## src/include/erru_pkg.sv

```systemverilog
// Package of constants and types for the error record update block.
package erru_pkg;

  // ----------------------------------------------------------------------
  // Register map
  // ----------------------------------------------------------------------
  localparam logic [3:0] ADDR_STATUS = 4'h0;
  localparam logic [3:0] ADDR_FAULT_ADDR = 4'h4;
  localparam logic [3:0] ADDR_EXTRA0 = 4'h8;
  localparam logic [3:0] ADDR_EXTRA1 = 4'hC;
  localparam logic [3:0] ADDR_FEATURE = 4'h1;
  localparam logic [3:0] ADDR_CONTROL = 4'h2;

  // ----------------------------------------------------------------------
  // Status field positions
  // ----------------------------------------------------------------------
  localparam int ST_ARCH_LSB = 0;
  localparam int ST_IMPL_LSB = 8;
  localparam int ST_UET_LSB = 20;
  localparam int ST_POISON = 22;
  localparam int ST_CE_LSB = 24;
  localparam int ST_DEFER = 26;
  localparam int ST_MV = 27;
  localparam int ST_OF = 28;
  localparam int ST_ABORT = 29;
  localparam int ST_UE = 30;
  localparam int ST_V = 31;
  localparam int ST_AV = 19;

  // ----------------------------------------------------------------------
  // Field encodings
  // ----------------------------------------------------------------------
  localparam logic [1:0] CE_NONE = 2'h0;
  localparam logic [1:0] CE_TRANSIENT = 2'h1;
  localparam logic [1:0] CE_FIRST = 2'h2;
  localparam logic [1:0] CE_PERSISTENT = 2'h3;
  localparam logic [1:0] UET_RESTART = 2'h2;
  localparam logic [1:0] UET_RECOVER = 2'h3;
  localparam logic [1:0] UET_UNRECOV = 2'h1;
  localparam logic [1:0] UET_UNCONT = 2'h0;
  localparam logic [31:0] STATUS_RST = 32'h0000_0000;
  localparam logic [31:0] ZERO32 = 32'h0000_0000;
  localparam logic [6:0] CNT_MAX = 7'h7F;
  localparam int CNT_OF_BIT = 7;
  localparam int CTL_CFI = 0;
  localparam int CTL_WIDE = 1;

  // Error class, ordered by priority.
  typedef enum logic [2:0] {
    ERRU_NONE = 3'b000,
    ERRU_CE = 3'b001,
    ERRU_DE = 3'b010,
    ERRU_UEO = 3'b011,
    ERRU_UER = 3'b100,
    ERRU_UEU = 3'b101,
    ERRU_UC = 3'b110
  } erru_class_t;

  // Overwrite actions.
  typedef enum logic [2:0] {
    ERRU_K = 3'b000,
    ERRU_O = 3'b001,
    ERRU_W = 3'b010,
    ERRU_WO = 3'b011,
    ERRU_CK = 3'b100,
    ERRU_CWK = 3'b101,
    ERRU_CW = 3'b110
  } erru_act_t;

endpackage : erru_pkg

```

## src/logic/erru_record.sv

```systemverilog
// Error record update logic for one error-reporting node.
module erru_record
  import erru_pkg::*;
(
  // Clock and reset.
  input wire logic i_clk,
  input wire logic i_sys_rst,
  // Error report from the detectors, same clock domain.
  input wire logic i_err_valid,
  input wire logic [2:0] i_err_class,
  input wire logic i_err_same_loc,
  input wire logic i_err_abort,
  input wire logic i_err_poison,
  input wire logic [7:0] i_err_arch_code,
  input wire logic [7:0] i_err_impl_code,
  input wire logic i_err_has_addr,
  input wire logic [31:0] i_err_addr,
  input wire logic i_err_has_misc,
  input wire logic [31:0] i_err_misc1,
  // Register port.
  input wire logic [3:0] i_reg_addr,
  input wire logic [31:0] i_reg_wdata,
  input wire logic i_reg_wr,
  input wire logic i_reg_rd,
  output logic [31:0] o_reg_rdata,
  // Fault handling interrupt.
  output logic o_fault_irq
);

  // ----------------------------------------------------------------------
  // State
  // ----------------------------------------------------------------------
  // The record is four words: status, fault address and the two extra
  // syndrome words. The counter of corrected errors lives in the low half
  // of the first extra syndrome word, so a software write there also
  // presets the counter; this lets software arm an early overflow.
  // The seen flag remembers that an error arrived after the last status
  // read. It guards the valid bit against a clear by software that acts
  // on an out-of-date view of the record.
  logic [31:0] status_reg;
  logic [31:0] status_next;
  logic [31:0] addr_reg;
  logic [31:0] addr_next;
  logic [31:0] extra0_reg;
  logic [31:0] extra0_next;
  logic [31:0] extra1_reg;
  logic [31:0] extra1_next;
  logic [1:0] control_reg;
  logic seen_reg;
  logic seen_next;
  logic policy_reg;
  logic [31:0] rdata_reg;
  logic irq_reg;
  erru_class_t prev_cls;
  erru_class_t new_cls;
  erru_act_t act;
  logic cnt_ovf;
  logic wr_status;

  // Class of the record from its status fields.
  // The uncorrected bit outranks the deferred bit, which outranks the
  // corrected field, so bits left over from older errors never hide the
  // highest recorded class.
  function automatic erru_class_t decode_class(input logic [31:0] st);
    erru_class_t c;
    c = ERRU_NONE;
    if (!st[ST_V]) begin
      c = ERRU_NONE;
    end else if (st[ST_UE]) begin
      unique case (st[ST_UET_LSB +: 2])
        UET_RESTART: c = ERRU_UEO;
        UET_RECOVER: c = ERRU_UER;
        UET_UNRECOV: c = ERRU_UEU;
        UET_UNCONT: c = ERRU_UC;
      endcase
    end else if (st[ST_DEFER]) begin
      c = ERRU_DE;
    end else if (st[ST_CE_LSB +: 2] != CE_NONE) begin
      c = ERRU_CE;
    end
    return c;
  endfunction : decode_class

  // Subtype code of an uncorrected class.
  function automatic logic [1:0] uet_code(input erru_class_t c);
    logic [1:0] u;
    u = UET_UNCONT;
    unique case (c)
      ERRU_UEO: u = UET_RESTART;
      ERRU_UER: u = UET_RECOVER;
      ERRU_UEU: u = UET_UNRECOV;
      default: u = UET_UNCONT;
    endcase
    return u;
  endfunction : uet_code

  // Priority matrix lookup.
  // The class codes grow with priority, so among uncorrected classes a
  // plain comparison tells a higher new error from an equal or lower one.
  // A deferred error after an uncorrected one keeps the record without
  // touching the overflow flag; an equal deferred error sets it.
  function automatic erru_act_t lookup(input erru_class_t p,
                                       input erru_class_t n);
    erru_act_t a;
    a = ERRU_W;
    if (p == ERRU_NONE) begin
      a = (n == ERRU_CE) ? ERRU_CW : ERRU_W;
    end else if (p == ERRU_CE) begin
      a = (n == ERRU_CE) ? ERRU_CWK : ERRU_W;
    end else if (n == ERRU_CE) begin
      a = ERRU_CK;
    end else if (p == ERRU_DE) begin
      a = (n == ERRU_DE) ? ERRU_O : ERRU_W;
    end else if (n == ERRU_DE) begin
      a = ERRU_K;
    end else if (n > p) begin
      a = ERRU_WO;
    end else begin
      a = ERRU_O;
    end
    return a;
  endfunction : lookup

  // ----------------------------------------------------------------------
  // Update decision
  // ----------------------------------------------------------------------
  // Simultaneous errors are merged by the detectors into one report of the
  // highest priority, so only one error is recorded per cycle.
  assign prev_cls = decode_class(status_reg);
  assign new_cls = erru_class_t'(i_err_class);
  assign act = lookup(prev_cls, new_cls);
  // Counter overflow: narrow or wide counter format.
  assign cnt_ovf = control_reg[CTL_WIDE] ?
                   (extra0_reg[14:0] == 15'h7FFF) :
                   (extra0_reg[6:0] == CNT_MAX);
  assign wr_status = i_reg_wr && (i_reg_addr == ADDR_STATUS);

  // Next record state from the new error and software writes.
  // Software effects are applied first and the error update on top of
  // them, so an error that lands in the same cycle as a clear always
  // survives it: the set wins over the clear.
  // The action itself is chosen from the registered status, which is the
  // record as it stood before this cycle.
  always_comb begin
    logic replace;
    logic set_of;
    replace = 1'b0;
    set_of = 1'b0;
    status_next = status_reg;
    addr_next = addr_reg;
    extra0_next = extra0_reg;
    extra1_next = extra1_reg;
    seen_next = seen_reg;
    if (i_reg_rd && (i_reg_addr == ADDR_STATUS)) begin
      seen_next = 1'b0;
    end
    // Software write-one-to-clear of status; a stale clear of valid is
    // refused, and a new error in the same cycle wins over the clear.
    if (wr_status) begin
      // A clear of valid is also refused while an error is being taken,
      // since software cannot have read that error yet.
      if (i_reg_wdata[ST_V] && !seen_reg &&
          !(i_err_valid && (new_cls != ERRU_NONE))) begin
        status_next = ZERO32;
      end else begin
        status_next = status_reg & ~(i_reg_wdata & ~(32'h1 << ST_V));
      end
    end
    if (i_reg_wr && (i_reg_addr == ADDR_EXTRA0)) begin
      extra0_next = i_reg_wdata;
    end
    if (i_reg_wr && (i_reg_addr == ADDR_EXTRA1)) begin
      extra1_next = i_reg_wdata;
    end
    if (i_err_valid && (new_cls != ERRU_NONE)) begin
      seen_next = 1'b1;
      unique case (act)
        ERRU_K: replace = 1'b0;
        ERRU_O: set_of = 1'b1;
        ERRU_W: replace = 1'b1;
        ERRU_WO: begin
          replace = 1'b1;
          set_of = 1'b1;
        end
        ERRU_CK: set_of = cnt_ovf;
        ERRU_CWK: begin
          if (policy_reg) begin
            replace = !status_reg[ST_OF];
          end
          set_of = cnt_ovf;
        end
        ERRU_CW: begin
          replace = 1'b1;
          set_of = cnt_ovf;
        end
        default: replace = 1'b0;
      endcase
      // Counter in the first extra syndrome register, sticky overflow.
      if (new_cls == ERRU_CE) begin
        if (control_reg[CTL_WIDE]) begin
          extra0_next[14:0] = extra0_reg[14:0] + 15'h1;
          extra0_next[15] = extra0_reg[15] | cnt_ovf;
        end else begin
          extra0_next[6:0] = extra0_reg[6:0] + 7'h1;
          extra0_next[CNT_OF_BIT] = extra0_reg[CNT_OF_BIT] | cnt_ovf;
        end
      end
      // Type bits are always updated, even when the syndrome is kept.
      unique case (new_cls)
        ERRU_CE: begin
          if (status_next[ST_CE_LSB +: 2] == CE_NONE) begin
            status_next[ST_CE_LSB +: 2] = CE_FIRST;
          end else begin
            status_next[ST_CE_LSB +: 2] = i_err_same_loc ?
                                          CE_PERSISTENT : CE_TRANSIENT;
          end
        end
        ERRU_DE: status_next[ST_DEFER] = 1'b1;
        default: status_next[ST_UE] = 1'b1;
      endcase
      if (set_of) begin
        status_next[ST_OF] = 1'b1;
      end
      if (replace) begin
        // Subtype reported exactly; no coarsening is applied.
        if (new_cls >= ERRU_UEO) begin
          status_next[ST_UET_LSB +: 2] = uet_code(new_cls);
        end else begin
          status_next[ST_UET_LSB +: 2] = UET_UNCONT;
        end
        status_next[ST_ABORT] = i_err_abort;
        status_next[ST_POISON] = i_err_poison;
        status_next[ST_ARCH_LSB +: 8] = i_err_arch_code;
        status_next[ST_IMPL_LSB +: 8] = i_err_impl_code;
        status_next[ST_AV] = i_err_has_addr;
        if (i_err_has_addr) begin
          addr_next = i_err_addr;
        end
        // Extra content is loaded only when the new error has it; MV follows i_err_has_misc.
        status_next[ST_MV] = i_err_has_misc;
        if (i_err_has_misc) begin
          extra1_next = i_err_misc1;
        end
        status_next[ST_V] = 1'b1;
      end else if (i_err_has_misc) begin
        extra1_next = i_err_misc1;
        status_next[ST_MV] = 1'b1;
      end
    end
  end

  // ----------------------------------------------------------------------
  // Registers
  // ----------------------------------------------------------------------
  // Record registers.
  // The record is cleared only by the system reset; no other reset source
  // reaches it, so the syndrome survives for diagnosis.
  always_ff @(posedge i_clk or posedge i_sys_rst) begin
    if (i_sys_rst) begin
      status_reg <= STATUS_RST;
      addr_reg <= ZERO32;
      extra0_reg <= ZERO32;
      extra1_reg <= ZERO32;
      seen_reg <= 1'b0;
    end else begin
      status_reg <= status_next;
      addr_reg <= addr_next;
      extra0_reg <= extra0_next;
      extra1_reg <= extra1_next;
      seen_reg <= seen_next;
    end
  end

  // Control: interrupt enable, counter width, and overwrite policy.
  always_ff @(posedge i_clk or posedge i_sys_rst) begin
    if (i_sys_rst) begin
      control_reg <= 2'h0;
      policy_reg <= 1'b0;
    end else if (i_reg_wr && (i_reg_addr == ADDR_CONTROL)) begin
      control_reg <= i_reg_wdata[1:0];
      policy_reg <= i_reg_wdata[2];
    end
  end

  // Read data, one cycle after the strobe; unmapped reads give zero.
  always_ff @(posedge i_clk or posedge i_sys_rst) begin
    if (i_sys_rst) begin
      rdata_reg <= ZERO32;
    end else if (i_reg_rd) begin
      unique case (i_reg_addr)
        ADDR_STATUS: rdata_reg <= status_reg;
        ADDR_FAULT_ADDR: rdata_reg <= addr_reg;
        ADDR_EXTRA0: rdata_reg <= extra0_reg;
        ADDR_EXTRA1: rdata_reg <= extra1_reg;
        ADDR_FEATURE: rdata_reg <= {31'h0, policy_reg};
        ADDR_CONTROL: rdata_reg <= {29'h0, policy_reg, control_reg};
        default: rdata_reg <= ZERO32;
      endcase
    end else begin
      rdata_reg <= ZERO32;
    end
  end

  // Level interrupt while valid and the sticky counter overflow is set.
  // It is computed from the next record state so that it changes on the
  // same edge as the status word and never lags the record by a cycle.
  // Deferred and uncorrected errors raise this output only by setting valid while the counter overflow is already set.
  always_ff @(posedge i_clk or posedge i_sys_rst) begin
    if (i_sys_rst) begin
      irq_reg <= 1'b0;
    end else begin
      irq_reg <= control_reg[CTL_CFI] && status_next[ST_V] &&
                 (control_reg[CTL_WIDE] ? extra0_next[15] :
                  extra0_next[CNT_OF_BIT]);
    end
  end

  assign o_reg_rdata = rdata_reg;
  assign o_fault_irq = irq_reg;

endmodule : erru_record

```

## config.mk

```make
export PLATFORM = sky130hd
export DESIGN_NAME = erru_record
export DESIGN_NICKNAME = d
export VERILOG_FILES = /design/src/include/erru_pkg.sv /design/src/logic/erru_record.sv
export SDC_FILE = /design/constraint.sdc
export NUM_CORES = 1
export LEC_CHECK = 0
export ABC_AREA = 1
export BUFFER_PORTS_ARGS = -buffer_cell sky130_fd_sc_hd__buf_2
export CAP_MARGIN = 5
export CORE_UTILIZATION = 51
export DETAILED_ROUTE_END_ITERATION = 7
export GPL_ROUTABILITY_DRIVEN = 0
export GPL_TIMING_DRIVEN = 1
export PLACE_DENSITY_LB_ADDON = 0.25
export RECOVER_POWER = 25
export SYNTH_ARGS = -nofsm -noshare
export SYNTH_HDL_FRONTEND = slang
export SYNTH_SLANG_ARGS = --single-unit
```

## constraint.sdc

```tcl
create_clock -name i_clk -period 6.2 [get_ports i_clk]
set_clock_uncertainty 0.2 [all_clocks]
set_input_delay 1.24 -clock i_clk [delete_from_list [all_inputs] [get_ports i_clk]]
set_output_delay 1.24 -clock i_clk [all_outputs]
set_load 0.03 [all_outputs]
```

==> impl_metrics.csv, run 1 <==
group,metric,value,unit
timing,rel_slew_slack,-102,%
setup_path,buffer_and_inverter_count_on_the_worst_path,3,
synth,mappedNetlistNets,1198,
timing,setup_viol,0,
synth,post_synth.cell_area_avg,8.15,sq um
route,route.layer.met1.wl,11100,um
route,drt-initial-drc-count,991,
final_layout,multi_input_comb_area,0.00364,sq mm
setup_path,crit_path_end_kind,"asynchronous set/reset pin",
synth,yosysTopAreaCellShare,47.6,%
route,ant_nets,0,
clock_tree,clk_pin_slew_worst_paths,0.06,ns
floorplanning,design.core.area,0.0166,sq mm
route,wl_met2,11000,um
placement,place.detailed.hpwl,17000,um
timing,timing.fmax,0.241,GHz
clock_tree,post_cts_resized,0,
floorplanning,die_h,132,um
final_layout,syn2layout_area_growth,15.5,%
synth,yosysUniqueCellTypes,43,
global_route,grt_start_max_net_pins,67,
setup_path,crit_path_start_kind,"input pin",
setup_path,timing.critical_path.cells,"buf_2 -> clkinvlp_2 -> clkbuf_2",
timing,worstMarginPinSlew,3.02,ns
power_and_ir_drop,power_density,367,mW/mm^2
setup_path,max_stage_delay,1.68,ns
power_and_ir_drop,static-leakage-power,0.00514,uW
clock_tree,holdBufCountCts,0,
clock_tree,clock_buffer_count_from_cts,17,
route,top_layer_used,"met4",
route,vias_per_cell,5.58,
synth,post_synth_edffs,0,
power_and_ir_drop,combPwrFrac,28.7,%
synth,synthMostInstantiatedCell,"sky130_fd_sc_hd__nand2_1",
global_route,first_pass_grt_wire_length,40000,um
placement,io_buffer_count,161,
floorplanning,die_area,0.0175,sq mm
timing,post-route-worst-setup-slack,2.05,ns
timing,period_share,66.9,%
timing,period_minus_slack,4.15,ns
power_and_ir_drop,power.total,3680,uW
setup_path,critical_path_arrival,4.29,ns
clock_tree,cts_tree,"yes",
route,drcViolationCount,0,
route,vias,7929,
floorplanning,placementRows,47,
clock_tree,post-cts-setup-buffer-count,0,
outcome,run_status,"finished with violations",
power_and_ir_drop,p_seq_share,41.9,%
setup_path,timing_worst_setup_path_type,"input pin to asynchronous set/reset pin",
setup_path,cp_max_delay_cell,"sky130_fd_sc_hd__clkinvlp_2",
synth,ys_ff_latch,165,
final_layout,fillCellCount,1500,
power_and_ir_drop,p_clk_share,29.4,%
synth,synth_async_sr_flop_share,100,%
power_and_ir_drop,peakVddDrop,0.000218,V
timing,finalSetupTns,0,ns
clock_tree,clock_tree.buffer_depth,2,
global_route,first_global_vias,7472,
run,drv_cap,1,
power_and_ir_drop,internal_cell_power,2360,uW
timing,report.final.hold_viol_count,0,
synth,synth_sequential_area_ratio,47.6,%
min_path,hold_path_class,"flip-flop to flip-flop",
route,drt_pre_antenna_iters,6,
clock_tree,clock_tree.root_cell,"sky130_fd_sc_hd__clkbuf_16",
synth,syn-cell-area,0.00867,sq mm
timing,slew_viol_final,67,
synth,synth_flop_cell,"sky130_fd_sc_hd__dfrtp_1",
global_route,initial_antenna_violation_count,0,
final_layout,fraction_of_layout_cells_with_a_size_suffix_above_1,19.6,%
setup_path,required,6.34,ns
final_layout,finish.net_count,1322,
global_route,gr-total-overflow,0,
outcome,violations,"max-capacitance violations, max-slew violations",
setup_path,crit_path_max_fanout,66,
route,drt_wl_total,25000,um
power_and_ir_drop,power_switching,1320,uW
clock_tree,clock_tree.htree_level_count,4,
setup_path,reg2reg_slack,3.08,ns
route,avgRoutedWirePerCell,17.6,um
placement,place_ws,2.14,ns
synth,synth_area_leaders,"sky130_fd_sc_hd__dfrtp_1 (48%), sky130_fd_sc_hd__nand2_1 (9.5%), sky130_fd_sc_hd__nand3_1 (5.7%)",
clock_tree,clkSinkCount,165,
floorplanning,die-width,132,um
timing,rsz0062_at_grt,"false",
setup_path,crit_path_max_delay_family,"buffers and inverters",
power_and_ir_drop,sw_frac_of_total,35.8,%
synth,synthesis.yosys.warnings,0,
synth,synth_largest_area_cell,"sky130_fd_sc_hd__dfrtp_1",
route,dr_wl_met3,2310,um
global_route,gr-usage-all-layers,29.6,%
synth,synth.cells.most_frequent,"sky130_fd_sc_hd__nand2_1 (219), sky130_fd_sc_hd__dfrtp_1 (165), sky130_fd_sc_hd__inv_1 (128)",
floorplanning,initial_utilization,52.3,%
synth,post_synth_inst_count,1063,
timing,fin_hold_ws,0.270,ns
clock_tree,clk_latency,0.43,ns
final_layout,seqCellArea,0.00413,sq mm
floorplanning,num_io_pins,162,
final_layout,diodes,0,
-- cell usage in the layout (no fill, tap or decap), drive strengths merged, types with 30 or more instances in the layout --
cell    synthesis  routed
o211ai         37      37
dfrtp         165     165
inv           139     138
clkbuf         17      36
o22ai          41      41
nand4          30      30
nor2           89      89
nand2         237     237
buf            46     152
o21ai          77      77
nand3         103     103
-- kinds of logic after synthesis --
| family | synth area share (%) |
|---|---|
| buf+inv | 10.4 |
| simple gates | 25.0 |
| flops | 47.6 |
| compound gates | 16.0 |
| xor+xnor | 0.101 |
| fa+ha+maj | 0.866 |
-- layout make-up --
type | instances | share of cell area [%]
inverter | 139 | 5.25
clock inverter | 12 | 1.55
tap | 220 | 2.75
sequential | 165 | 41.2
multi-input combinational | 696 | 36.4
clock buffer | 20 | 4.46
timing repair buffer | 168 | 8.35
-- path summary, 6_finish.rpt --
kind	cells after the start	end	start
setup reg to reg	15	status_reg[21]$_DFF_PP0_	status_reg[21]$_DFF_PP0_
setup / recovery	3	status_reg[14]$_DFF_PP0_	i_sys_rst
hold / removal	2	addr_reg[12]$_DFFE_PP0P_	addr_reg[12]$_DFFE_PP0P_
hold reg to reg	2	addr_reg[12]$_DFFE_PP0P_	addr_reg[12]$_DFFE_PP0P_
min in group asynchronous	2	extra1_reg[18]$_DFF_PP0_	i_sys_rst
max in group i_clk	9	status_reg[20]$_DFF_PP0_	i_reg_addr[3]
-- power by group through the flow --
stage	sequential [uW]	clock [uW]	combinational, uW
after global routing	1570	1130	1200
after floorplan	1530	0	814
after CTS	1540	1090	1050
after detailed placement	1550	0	1040
final	1540	1080	1050
after global placement	1550	0	1020
-- metrics by stage --
stage | instance area (sq um) | util, % | cells
after floorplan | 8670 | - | 1063
after global placement | 9440 | 56.9 | 1388
after detailed placement | 9440 | 56.9 | 1388
after CTS | 10000 | 60.5 | 1420
after global routing | 10000 | 60.4 | 1420
final | 10000 | 60.4 | 1420
-- metal layers --
layer  GRT usage (%)  vias up
li1                -     3779
met5               0        -
met2            43.0      387
met1            43.4     3720
met4            9.07        0
met3            7.69       43
-- tightest hold or removal path: cells and delay by family (launching register included) --
kind	cells	cell delay, ns
flip-flops	1	0.34
AND/OR/NAND/NOR	2	0.09
Note: power is estimated with default switching activity, not from simulation.
==> run 2: changes to the inputs <==
--- a/config.mk
+++ b/config.mk
@@ -8,7 +8,7 @@
 export ABC_AREA = 1
 export BUFFER_PORTS_ARGS = -buffer_cell sky130_fd_sc_hd__buf_2
 export CAP_MARGIN = 5
-export CORE_UTILIZATION = 51
+export CORE_UTILIZATION = 55
 export DETAILED_ROUTE_END_ITERATION = 7
 export GPL_ROUTABILITY_DRIVEN = 0
 export GPL_TIMING_DRIVEN = 1
==> constraint.sdc (replaced) <==
create_clock -name i_clk -period 4.01 [get_ports i_clk]
set_clock_uncertainty 0.2 [all_clocks]
set_input_delay 0.802 -clock i_clk [delete_from_list [all_inputs] [get_ports i_clk]]
set_output_delay 0.802 -clock i_clk [all_outputs]
set_load 0.03 [all_outputs]
==> run 2 against run 1 <==
Compared with the run above: clock-buffer cell count fell by 3; the run still ends with max-capacitance violations, max-slew violations left; register-to-register slack got worse by 2.0 ns; flip-flop and latch count did not move; routed wire length fell by 0.18%; first-iteration DRC count fell by 13%; non-clock buffer count rose by 7; final cell count fell by 0.14%; sequential share of layout area fell by 0.27 points; global-route usage rose by 2.6 points.
==> impl_metrics.csv, run 2 (same netlist as run 1, synthesis figures left out) <==
group,metric,value,unit
setup_path,crit_path_start_kind,"flip-flop",
route,top_layer_used,"met5",
setup_path,reg2reg_slack,1.03,ns
route,drt_wl_total,24900,um
timing,finalSetupTns,0,ns
final_layout,syn2layout_area_growth,16.3,%
run,drv_cap,1,
global_route,initial_antenna_violation_count,1,
min_path,hold_path_class,"flip-flop to flip-flop",
global_route,first_global_vias,7556,
route,vias_per_cell,5.71,
floorplanning,die_area,0.0163,sq mm
clock_tree,clk_latency,0.44,ns
clock_tree,clock_tree.buffer_depth,2,
clock_tree,clk_pin_slew_worst_paths,0.07,ns
route,drt-initial-drc-count,860,
clock_tree,clock_tree.root_cell,"sky130_fd_sc_hd__clkbuf_16",
setup_path,cell_mode_on_critical_path,"sky130_fd_sc_hd__nand2_1",
global_route,grt_start_max_net_pins,166,
setup_path,critical_path_arrival,3.15,ns
clock_tree,post-cts-setup-buffer-count,0,
timing,worstMarginPinSlew,2.29,ns
setup_path,r2r_end,"status_reg[9]$_DFF_PP0_",
final_layout,fraction_of_layout_cells_with_a_size_suffix_above_1,21.4,%
power_and_ir_drop,static-leakage-power,0.00523,uW
final_layout,commonest_cells_after_routing_fill_and_taps_aside,"sky130_fd_sc_hd__nand2_1 (219), sky130_fd_sc_hd__dfrtp_1 (165), sky130_fd_sc_hd__buf_2 (161)",
global_route,gr-usage-all-layers,32.2,%
route,wl_met2,11100,um
final_layout,diodes,0,
floorplanning,die_h,128,um
final_layout,final_core_util,65.8,%
power_and_ir_drop,peakVddDrop,0.000352,V
clock_tree,post_cts_resized,0,
floorplanning,placementRows,45,
final_layout,stdcell_area,0.0101,sq mm
power_and_ir_drop,p_seq_share,41.7,%
clock_tree,cts_tree,"yes",
timing,period_share,74.2,%
setup_path,crit_path_max_fanout,41,
power_and_ir_drop,power_density,568,mW/mm^2
clock_tree,clkSinkCount,165,
timing,setup_viol,0,
placement,placed_area,0.00949,sq mm
floorplanning,die-width,128,um
route,dr_wl_met3,2260,um
floorplanning,design.core.area,0.0153,sq mm
floorplanning,initial_utilization,56.6,%
power_and_ir_drop,combPwrFrac,28.9,%
setup_path,r2r_cells,14,
outcome,run_status,"finished with violations",
timing,period_minus_slack,2.98,ns
min_path,hold_depth,2,
timing,report.final.hold_viol_count,0,
setup_path,timing_worst_setup_path_type,"flip-flop to flip-flop",
global_route,gr-total-overflow,0,
clock_tree,holdBufCountCts,0,
route,drcViolationCount,0,
min_path,hp-start,"addr_reg[10]$_DFFE_PP0P_",
setup_path,crit_path_max_delay_family,"simple AND/OR/NAND/NOR gates",
route,route.layer.met1.wl,10900,um
setup_path,required,4.18,ns
setup_path,buffer_and_inverter_count_on_the_worst_path,1,
clock_tree,clock_tree.htree_level_count,4,
timing,timing.fmax,0.336,GHz
route,vias,8095,
route,ant_nets,0,
power_and_ir_drop,power.total,5720,uW
placement,place.detailed.hpwl,17100,um
floorplanning,num_io_pins,162,
final_layout,mostFrequentLayoutCell,"sky130_fd_sc_hd__nand2_1",
outcome,violations,"max-capacitance violations, max-slew violations",
power_and_ir_drop,p_clk_share,29.4,%
route,drt_pre_antenna_iters,6,
timing,rel_slew_slack,-53.0,%
min_path,holdPathEnd,"addr_reg[10]$_DFFE_PP0P_",
placement,io_buffer_count,161,
global_route,first_pass_grt_wire_length,39500,um
final_layout,finish.net_count,1329,
power_and_ir_drop,sw_frac_of_total,36.1,%
power_and_ir_drop,internal_cell_power,3650,uW
setup_path,timing.critical_path.cells,"inv_1 -> ha_1 -> nor2_2 -> nand2_1 -> ha_1 -> a21oi_1 -> o21ai_0 -> nand2_1 -> nand2_2 -> nand2_2 -> nand3_4 -> nand2_4 -> nand2_1 -> nand2_1",
setup_path,max_stage_delay,0.45,ns
setup_path,regToRegStartpoint,"status_reg[20]$_DFF_PP0_",
clock_tree,clock_buffer_count_from_cts,17,
timing,slew_viol_final,166,
setup_path,crit_path_end_kind,"flip-flop",
timing,rsz0062_at_grt,"false",
power_and_ir_drop,power_switching,2070,uW
setup_path,cp_max_delay_cell,"sky130_fd_sc_hd__nand2_4",
route,avgRoutedWirePerCell,17.6,um
run 2: changes by cell type in the layout (fill, tap and decap cells not counted), sizes merged:
| cell | before | now |
|---|---|---|
| buf | 152 | 174 |
| clkbuf | 36 | 18 |
| clkinvlp | 3 | 5 |
| inv | 138 | 140 |
| clkinv | 7 | 6 |
run 2: metrics by stage:
step / hold WS, ns / worst slack (ns) / cells
6_report: 0.273 / 1.03 / 1418
5_1_grt: 0.290 / 0.731 / 1418
4_1_cts: 0.276 / 1.06 / 1418
3_5_place_dp: 0.260 / 0.983 / 1386
3_3_place_gp: 0.256 / 1.06 / 1386
2_1_floorplan: 0.242 / 0.909 / 1063
run 2: layer usage:
metal / track usage (%) / vias up
met3: 7.20 / 53
met4: 12.9 / 2
met5: 0 / -
met1: 45.6 / 3795
li1: - / 3803
met2: 48.2 / 442
run 2: final cells by class:
class | instances | area [sq um]
sequential | 165 | 4130
clock buffer | 17 | 425
clock inverter | 15 | 179
tap | 211 | 264
timing repair buffer | 175 | 911
multi-input combinational | 696 | 3640
inverter | 139 | 526
fill | 1326 | 5240
run 2: worst max-delay path by stage:
stage / cells past startpoint / from / to / slack (ns)
5_1_grt: 3 / i_sys_rst / extra1_reg[13]$_DFF_PP0_ / 0.73
3_3_place_gp: 9 / i_reg_addr[1] / status_reg[27]$_DFF_PP0_ / 1.06
2_1_floorplan: 1 / i_sys_rst / addr_reg[0]$_DFFE_PP0P_ / 0.91
4_1_cts: 15 / status_reg[20]$_DFF_PP0_ / status_reg[9]$_DFF_PP0_ / 1.06
3_5_place_dp: 9 / i_reg_addr[1] / status_reg[27]$_DFF_PP0_ / 0.98
6_report: 14 / status_reg[20]$_DFF_PP0_ / status_reg[9]$_DFF_PP0_ / 1.03
run 2: worst min-delay path, cell delays in order, from the launching register on:
cell,delay (ns)
sky130_fd_sc_hd__dfrtp_1,0.34
sky130_fd_sc_hd__nand2_1,0.06
sky130_fd_sc_hd__nand2_1,0.04
run 2: power by group through the flow:
stage	Sequential, uW	Combinational, uW	Clock [uW]
final	2380	1650	1680
after global routing	2430	1860	1770
after CTS	2370	1640	1690
after detailed placement	2390	1620	0
after global placement	2380	1590	0
after floorplan	2360	1260	0
